===== src/inc/txup_pkg.sv =====
// constants and types shared by the transmit upconverter
// Contract
// - a high symbol marker starts a symbol and the word assembly aligns to it.
// - two consecutive 6-bit words form one 12-bit symbol component.
// - alternate components are in-phase then quadrature parts of one symbol.
// - components are signed twos complement values.
// - one I/Q pair is emitted per four word reads, at a quarter of the master rate.
// - two cascaded half-band stages raise the I and Q rate by four.
// - the half-band stages low-pass filter the upsampling images.
// - an integrator-comb interpolator raises the rate further by three or four.
// - a carrier generator on the system clock makes a carrier set by a tuning value.
// - I and Q are multiplied by carriers 90 degrees apart and the products summed.
// - the result leaves as 12-bit samples at the system clock rate.
// - the tuning word is 26 bits and sets frequency as a fraction of the system clock.
// - while power-down is low the path stops and the comb filter is reset, for 80 master clock cycles after.
// - single-tone mode outputs only the unmodulated carrier.
package txup_pkg;
  // ===========================================================
  // widths and counts
  localparam int WORD_W = 6;
  localparam int COMP_W = 12;
  localparam int FTW_W = 26;
  localparam int PHASE_W = 6;
  localparam int CIC_W = 20;
  localparam int WORDS_PER_PAIR = 4;
  localparam logic [6:0] CIC_HOLD_MCLK = 7'h50;
  localparam logic [1:0] WCNT_AFTER_MARK = 2'h1;
  localparam logic [1:0] WCNT_LAST = 2'h3;
  localparam logic [2:0] RATIO_3 = 3'h3;
  localparam logic [2:0] RATIO_4 = 3'h4;
  // divide by three is approximated by 21/64
  localparam int DIV3_MUL = 21;
  localparam int DIV3_SHIFT = 6;
  localparam int SIN_SHIFT = 11;

  typedef logic signed [COMP_W-1:0] txup_comp_t;

  typedef struct packed {
    txup_comp_t i;
    txup_comp_t q;
  } txup_pair_s;

  // quarter-wave sine, full scale 2047, index 0..16 of a quarter
  function automatic txup_comp_t txup_qsin(input logic [4:0] k);
    case (k)
      5'h00: txup_qsin = 12'sh000;
      5'h01: txup_qsin = 12'sh0C9;
      5'h02: txup_qsin = 12'sh18F;
      5'h03: txup_qsin = 12'sh252;
      5'h04: txup_qsin = 12'sh30F;
      5'h05: txup_qsin = 12'sh3C5;
      5'h06: txup_qsin = 12'sh471;
      5'h07: txup_qsin = 12'sh513;
      5'h08: txup_qsin = 12'sh5A7;
      5'h09: txup_qsin = 12'sh62E;
      5'h0A: txup_qsin = 12'sh6A6;
      5'h0B: txup_qsin = 12'sh70D;
      5'h0C: txup_qsin = 12'sh763;
      5'h0D: txup_qsin = 12'sh7A7;
      5'h0E: txup_qsin = 12'sh7D8;
      5'h0F: txup_qsin = 12'sh7F5;
      default: txup_qsin = 12'sh7FF;
    endcase
  endfunction

  function automatic txup_comp_t txup_sin(input logic [PHASE_W-1:0] p);
    logic [4:0] k;
    txup_comp_t m;
    k = p[4] ? (5'h10 - {1'b0, p[3:0]}) : {1'b0, p[3:0]};
    m = txup_qsin(k);
    txup_sin = p[5] ? -m : m;
  endfunction
endpackage


===== src/core/txup_halfband.sv =====
// half-band interpolate-by-two stage, taps -1 0 9 16 9 0 -1 over 16
module txup_halfband #(
  parameter int W = 12
) (
  input wire logic clock_i,
  input wire logic rstn_i,
  input wire logic in_stb_i,
  input wire logic out_stb_i,
  input wire logic signed [W-1:0] in_i,
  output logic signed [W-1:0] out_o
);
  logic signed [W-1:0] x0, x1, x2, x3;
  logic signed [W+5:0] interp;
  logic signed [W+1:0] interp_s;
  logic signed [W-1:0] interp_sat;

  // ===========================================================
  // odd phase: midpoint estimate, even phase: stored sample
  assign interp = (W+6)'(9 * (W+6)'(x1) + 9 * (W+6)'(x2) - (W+6)'(x0) - (W+6)'(x3));
  assign interp_s = interp[W+5:4];
  assign interp_sat = (interp_s > (W+2)'(2**(W-1)-1)) ? W'(2**(W-1)-1) :
                      (interp_s < -(W+2)'(2**(W-1))) ? W'(-(2**(W-1))) : interp_s[W-1:0];

  always_ff @(posedge clock_i) begin
    if (!rstn_i) begin
      {x0, x1, x2, x3} <= '0;
      out_o <= '0;
    end else begin
      if (in_stb_i) begin
        {x0, x1, x2, x3} <= {in_i, x0, x1, x2};
      end
      if (out_stb_i) begin
        out_o <= in_stb_i ? x1 : interp_sat;
      end
    end
  end
endmodule // txup_halfband


===== src/core/txup_top.sv =====
// transmit data path: word assembly, interpolation and quadrature upconversion
module txup_top (
  input wire logic clock_i,
  input wire logic rstn_i,
  input wire logic [txup_pkg::WORD_W-1:0] tx_word_in_i,
  input wire logic tx_symbol_marker_i,
  input wire logic tx_powerdown_n_i,
  input wire logic single_tone_i,
  input wire logic cic_by4_i,
  input wire logic [txup_pkg::FTW_W-1:0] tuning_word_i,
  output logic mclk_o,
  output logic pair_rate_o,
  output logic pair_ready_o,
  output logic tx_overrun_o,
  output logic [txup_pkg::COMP_W-1:0] fast_dac_sample_o
);
  import txup_pkg::*;

  // ===========================================================
  // pin synchronisers
  logic [WORD_W-1:0] word_m, word_s;
  logic mark_m, mark_s, pd_m, run;

  always_ff @(posedge clock_i) begin
    if (!rstn_i) begin
      {word_m, word_s, mark_m, mark_s, pd_m, run} <= '0;
    end else begin
      word_m <= tx_word_in_i;
      word_s <= word_m;
      mark_m <= tx_symbol_marker_i;
      mark_s <= mark_m;
      pd_m <= tx_powerdown_n_i;
      run <= pd_m;
    end
  end

  // ===========================================================
  // rate enables; the master clock is made here by division
  logic [2:0] div, ratio;
  logic [1:0] quad;
  logic mclk_en, iq_en, hb1_out, hb2_out;

  assign ratio = cic_by4_i ? RATIO_4 : RATIO_3;
  // sample late in the period so the synchronised word has settled
  assign mclk_en = (div == ratio - 3'h1);
  assign iq_en = run && mclk_en && (quad == 2'h0);
  assign hb1_out = run && mclk_en && !quad[0];
  assign hb2_out = run && mclk_en;

  always_ff @(posedge clock_i) begin
    if (!rstn_i) begin
      div <= '0;
      quad <= '0;
      mclk_o <= 1'b0;
    end else begin
      div <= mclk_en ? 3'h0 : div + 3'h1;
      mclk_o <= mclk_en || (div < 3'h1);
      if (run && mclk_en) begin
        quad <= quad + 2'h1;
      end
    end
  end
  assign pair_rate_o = iq_en;

  // ===========================================================
  // word assembler
  logic [1:0] wcnt;
  logic [WORD_W-1:0] hi, prev_word;
  txup_comp_t i_hold;
  txup_pair_s in_pair;
  logic push, word_take;

  assign word_take = run && mclk_en;
  assign push = word_take && !mark_s && (wcnt == WCNT_LAST) && pair_ready_o;
  assign in_pair = '{i: i_hold, q: {hi, word_s}};

  always_ff @(posedge clock_i) begin
    if (!rstn_i) begin
      wcnt <= '0;
      hi <= '0;
      prev_word <= '0;
      i_hold <= '0;
      tx_overrun_o <= 1'b0;
    end else if (!run) begin
      wcnt <= '0;
    end else if (word_take) begin
      wcnt <= mark_s ? WCNT_AFTER_MARK : wcnt + 2'h1;
      // last word taken, kept so the assembly check does not lean on hi
      prev_word <= word_s;
      if (mark_s || !wcnt[0]) begin
        hi <= word_s;
      end
      if (!mark_s && wcnt == 2'h1) begin
        i_hold <= {hi, word_s};
      end
      if (!mark_s && wcnt == WCNT_LAST && !pair_ready_o) begin
        tx_overrun_o <= 1'b1;
      end
    end
  end

  // ===========================================================
  // two-entry pair buffer
  txup_pair_s buf0, buf1;
  logic [1:0] fill;
  logic pop;
  txup_pair_s head;

  assign pair_ready_o = (fill != 2'h2);
  assign pop = iq_en && (fill != 2'h0);
  assign head = (fill != 2'h0) ? buf0 : '0;

  always_ff @(posedge clock_i) begin
    if (!rstn_i) begin
      fill <= '0;
      buf0 <= '0;
      buf1 <= '0;
    end else begin
      if (pop) begin
        buf0 <= (fill == 2'h2) ? buf1 : in_pair;
      end else if (push && fill == 2'h0) begin
        buf0 <= in_pair;
      end
      if (push && ((fill == 2'h1 && !pop) || (fill == 2'h2))) begin
        buf1 <= in_pair;
      end
      fill <= fill + {1'b0, push} - {1'b0, pop};
    end
  end

  // ===========================================================
  // half-band cascade, signed samples throughout
  txup_comp_t hb1_i, hb1_q, hb2_i, hb2_q;

  txup_halfband #(.W(COMP_W)) u_hb1_i (.clock_i(clock_i), .rstn_i(rstn_i), .in_stb_i(iq_en),
    .out_stb_i(hb1_out), .in_i(head.i), .out_o(hb1_i));
  txup_halfband #(.W(COMP_W)) u_hb1_q (.clock_i(clock_i), .rstn_i(rstn_i), .in_stb_i(iq_en),
    .out_stb_i(hb1_out), .in_i(head.q), .out_o(hb1_q));
  txup_halfband #(.W(COMP_W)) u_hb2_i (.clock_i(clock_i), .rstn_i(rstn_i), .in_stb_i(hb1_out),
    .out_stb_i(hb2_out), .in_i(hb1_i), .out_o(hb2_i));
  txup_halfband #(.W(COMP_W)) u_hb2_q (.clock_i(clock_i), .rstn_i(rstn_i), .in_stb_i(hb1_out),
    .out_stb_i(hb2_out), .in_i(hb1_q), .out_o(hb2_q));

  // ===========================================================
  // two-stage integrator-comb interpolator, held in reset after power-down
  logic [6:0] hold;
  logic cic_rst;
  logic signed [CIC_W-1:0] ci_d, ci_c, cq_d, cq_c, ii1, ii2, iq1, iq2;
  logic signed [CIC_W-1:0] ci_n, cq_n, ci_in, cq_in;
  logic signed [CIC_W+6:0] si, sq;
  txup_comp_t cic_i, cic_q;

  assign cic_rst = !run || (hold != 7'h0);
  assign ci_n = CIC_W'(hb2_i) - ci_d;
  assign cq_n = CIC_W'(hb2_q) - cq_d;
  assign ci_in = hb2_out ? ci_n - ci_c : '0;
  assign cq_in = hb2_out ? cq_n - cq_c : '0;
  // the gain product is an int; cut it back to the scaler width on purpose
  assign si = cic_by4_i ? (CIC_W+7)'(ii2 >>> 2) :
              (CIC_W+7)'(((CIC_W+7)'(ii2) * DIV3_MUL) >>> DIV3_SHIFT);
  assign sq = cic_by4_i ? (CIC_W+7)'(iq2 >>> 2) :
              (CIC_W+7)'(((CIC_W+7)'(iq2) * DIV3_MUL) >>> DIV3_SHIFT);
  assign cic_i = si[COMP_W-1:0];
  assign cic_q = sq[COMP_W-1:0];

  always_ff @(posedge clock_i) begin
    if (!rstn_i || !run) begin
      hold <= CIC_HOLD_MCLK;
    end else if (mclk_en && hold != 7'h0) begin
      hold <= hold - 7'h1;
    end
  end

  always_ff @(posedge clock_i) begin
    if (!rstn_i || cic_rst) begin
      {ci_d, ci_c, cq_d, cq_c, ii1, ii2, iq1, iq2} <= '0;
    end else begin
      if (hb2_out) begin
        ci_d <= CIC_W'(hb2_i);
        cq_d <= CIC_W'(hb2_q);
        ci_c <= ci_n;
        cq_c <= cq_n;
      end
      ii1 <= ii1 + ci_in;
      ii2 <= ii2 + ii1;
      iq1 <= iq1 + cq_in;
      iq2 <= iq2 + iq1;
    end
  end

  // ===========================================================
  // carrier generator and quadrature modulator
  logic [FTW_W-1:0] phase;
  txup_comp_t sin_v, cos_v;
  logic signed [2*COMP_W:0] mix;
  logic signed [COMP_W+1:0] mix_s;
  txup_comp_t mix_sat, next_sample;

  assign sin_v = txup_sin(phase[FTW_W-1 -: PHASE_W]);
  assign cos_v = txup_sin(phase[FTW_W-1 -: PHASE_W] + PHASE_W'(16));
  // widen before multiplying so the full product is kept
  assign mix = (2*COMP_W+1)'(cic_i) * (2*COMP_W+1)'(cos_v) -
               (2*COMP_W+1)'(cic_q) * (2*COMP_W+1)'(sin_v);
  assign mix_s = mix[SIN_SHIFT+COMP_W+1:SIN_SHIFT];
  assign mix_sat = (mix_s > 14'sh07FF) ? 12'sh7FF : (mix_s < -14'sh0800) ? 12'sh800 : mix_s[11:0];
  assign next_sample = single_tone_i ? cos_v : mix_sat;

  always_ff @(posedge clock_i) begin
    if (!rstn_i) begin
      phase <= '0;
      fast_dac_sample_o <= '0;
    end else begin
      phase <= phase + tuning_word_i;
      fast_dac_sample_o <= next_sample;
    end
  end
endmodule // txup_top


===== config.mk =====
export PLATFORM = sky130hd
export DESIGN_NAME = txup_top
export DESIGN_NICKNAME = d
export VERILOG_FILES = /design/src/inc/txup_pkg.sv /design/src/core/txup_halfband.sv /design/src/core/txup_top.sv
export SDC_FILE = /design/constraint.sdc
export NUM_CORES = 2
export LEC_CHECK = 0
export ABC_AREA = 1
export ABC_CLOCK_PERIOD_IN_PS = 23000
export BUFFER_PORTS_ARGS = -buffer_cell sky130_fd_sc_hd__buf_4
export CAP_MARGIN = 5
export CORE_UTILIZATION = 64
export DETAILED_ROUTE_END_ITERATION = 12
export PLACE_DENSITY = 0.83
export SLEW_MARGIN = 20
export SYNTH_ARGS = -nofsm -noshare
export SYNTH_HDL_FRONTEND = slang
export SYNTH_HIERARCHICAL = 1
export SYNTH_SLANG_ARGS = --single-unit

===== constraint.sdc =====
create_clock -name clock_i -period 23 [get_ports clock_i]
set_input_delay 4.6 -clock clock_i [delete_from_list [all_inputs] [get_ports clock_i]]
set_output_delay 4.6 -clock clock_i [all_outputs]
set_load 0.01 [all_outputs]

==> impl_results.md <==
- Outcome: finished, final reports clean
- Worst R2R End: fast_dac_sample_o[0]$_SDFF_PN0_
- Final setup viols: 0
- Io pins: 54
- Via count: 42549
- Worst hold path type: reg -> reg
- Final hold vios: 0
- Share of cells above drive strength 1: 0.0639
- Die H: 287 um
- Min-Delay Path Depth: 2
- CP Class: in -> reg
- H-tree depth: 2
- Max Slew Vio Count: 0
- Clock root buffer: clkbuf_16
- CP max-delay cell: fa_1
- Reg2Reg Depth: 43
- Met3 wire len: 7440 um
- First-pass iteration count of the detailed router: 5
- Seq/Total Area, Yosys: 0.192
- Initial antenna violation count: 0
- RR Startpoint: phase[20]$_SDFF_PN0_
- Sum Neg Setup Slack: 0 ps
- WHS Endpoint: run$_SDFF_PN0_
- Ys async rst share: 0
- Die X: 287 um
- Min Hold Slack: 427 ps
- Count of buffers from port buffering: 53
- Ys flop type: dfxtp_1
- RSZ-0062 raised after global routing: false
- WP data required: 23500 ps
- Setup bufs post-CTS: 0
- Final #Nets: 7933
- Row count: 104
- Netlist Area Pre-Place: 52100 um^2
- Crit path DAT: 12270 ps
- FF+latch area: 10000 um^2
- Die ar.: 82600 um^2
- Fmax: 85.0 MHz
- Latest clock arrival within the worst-skew pair: 640 ps
- Critical path startpoint category: input port
- Max incr delay on CP: 810 ps
- Synthesis-stage register bit count: 500
- Most frequent cells in the layout: inv_1, nand2_1, ha_1
- N_diodes: 0
- Layout area overhead: 5.84%
- Measured slew at the worst slew-check pin: 1240 ps
- TritonCTS clock tree: built
- Post-synth cell types: 67
- Post-route DRC: 0
- Fillers: 6482
- Hold Path Origin: pd_m$_SDFF_PN0_
- Number of synthesized flops with an enable pin: 0
- Pin count of the biggest net entering global routing: 98
- Maxcap violations: 0
- Slew HR: 0.167
- Starting Density: 0.647
- Hold_buf cts: 0
- Gpl congestion: 0.935
- CTS Buf Count: 55
- Number of global-route vias before repair: 42542
- Gr ovfl total: 0
- Most common cell after layout, fill and taps aside: inv_1
- Clock transition at path regs: 60 ps
- Final Cycle Share: 0.512
- Initial DRC count: 2200
- Core area: 80500 um^2
- All-Layer GR Usage: 0.291
- WL met2: 56000 um
- Post-Route WL: 117000 um
- Avg Inst Size Synth: 7.75 um^2
- Max Root-Sink Buffers: 3
- Area of the multi-input gates: 35600 um^2
- Detailed Place HPWL: 92700 um
- Min Tclk post-route: 11770 ps
- ANT nets after route: 0
- Worst setup EP type: flip-flop
- Clk_skew: 48.5 ps
- First-pass GRT wire length: 199000 um
- Gate Count Post-Synth: 6729
- DR WL/cell: 15.0 um
- Reg2reg setup slack: 12420 ps
- Maximum fanout along the worst path: 31
- Vias per inst: 5.45
- Syn. warnings: 6
- Routed met1 length: 50800 um
- Clk sinks: 500
- Post-CTS sizing: 0
- Max Used Layer: met5
- Net count after synthesis: 7961
==> synthesized netlist by cell type, types with 15 or more instances <==
library cell	count	area, um^2
a21oi_1	558	2790
o21bai_1	17	128
o21a_1	32	240
o21ai_1	32	160
a21o_1	15	113
a21oi_2	54	473
xor2_1	73	639
fa_1	555	11100
ha_1	639	8000
a21boi_0	15	113
a211oi_1	60	450
dfxtp_1	500	10000
a31oi_1	52	325
clkbuf_1	123	462
nor2_2	16	100
inv_1	1497	5620
nor3_1	31	155
nand3_2	19	190
inv_2	39	146
nand2_1	965	3620
nand2_2	82	513
nor2_1	571	2140
nand4_1	16	100
xnor2_1	45	394
o21ai_0	431	2160
nand3_1	125	626
==> metal layers <==
layer | up-vias | track usage
met5 | - | 0.00756
li1 | 21004 | -
met3 | 218 | 0.0498
met4 | 2 | 0.0864
met2 | 1102 | 0.497
met1 | 20223 | 0.374
==> cell type report <==
type                            instances  share of cell area
Sequential cell                       500               0.181
Multi-Input combinational cell       4517               0.645
Tap cell                             1060              0.0240
Timing Repair Buffer                   78              0.0107
Clock inverter                         21             0.00530
Clock buffer                           82              0.0286
Inverter                             1549               0.105
==> worst max-delay path, delay by kind of cell <==
kind	cells	cell delay, ps
AOI/OAI and AO/OA	3	950
adders and majority gates	8	4220
buffers and inverters	9	1140
and+or+nand+nor	10	1330
==> sequential cells by signal (all words and copies together) (netlist names), 13 cells and up <==
signal and count:
buf1 24, iq2 18, iq1 18, buf0 24, ii2 18, cq_c 13, ii1 18, phase 26
ci_c 13
==> metrics by stage <==
step                cell area (um^2)  setup slack, ps  utilization  std cells
global route                   55200            10670        0.685       7807
global placement               53300            10760        0.662       7704
detailed placement             53300            10570        0.662       7704
CTS                            55200            11230        0.685       7807
finish                         55200            11230        0.685       7807
floorplan                      52100            11700            -       6729
==> kinds of logic after synthesis <==
kind of cell | synth area share
AND/OR/NAND/NOR | 0.156
buffers and inverters | 0.126
AO/OA/AOI/OAI | 0.138
adder cells (fa/ha/maj) | 0.366
flip-flops | 0.192
XOR/XNOR | 0.0211
==> worst max-delay path by stage <==
stage / startpoint / end / cells past startpoint
2_1_floorplan: cic_by4_i / fast_dac_sample_o[2]$_SDFF_PN0_ / 33
3_3_place_gp: cic_by4_i / fast_dac_sample_o[0]$_SDFF_PN0_ / 35
3_5_place_dp: cic_by4_i / fast_dac_sample_o[0]$_SDFF_PN0_ / 33
4_1_cts: cic_by4_i / fast_dac_sample_o[0]$_SDFF_PN0_ / 33
5_1_grt: cic_by4_i / fast_dac_sample_o[0]$_SDFF_PN0_ / 31
6_report: cic_by4_i / fast_dac_sample_o[0]$_SDFF_PN0_ / 30
Power is left out: the tool's default activity adds up to more than one toggle a clock period on the data nets, which glitch-free logic cannot reach.
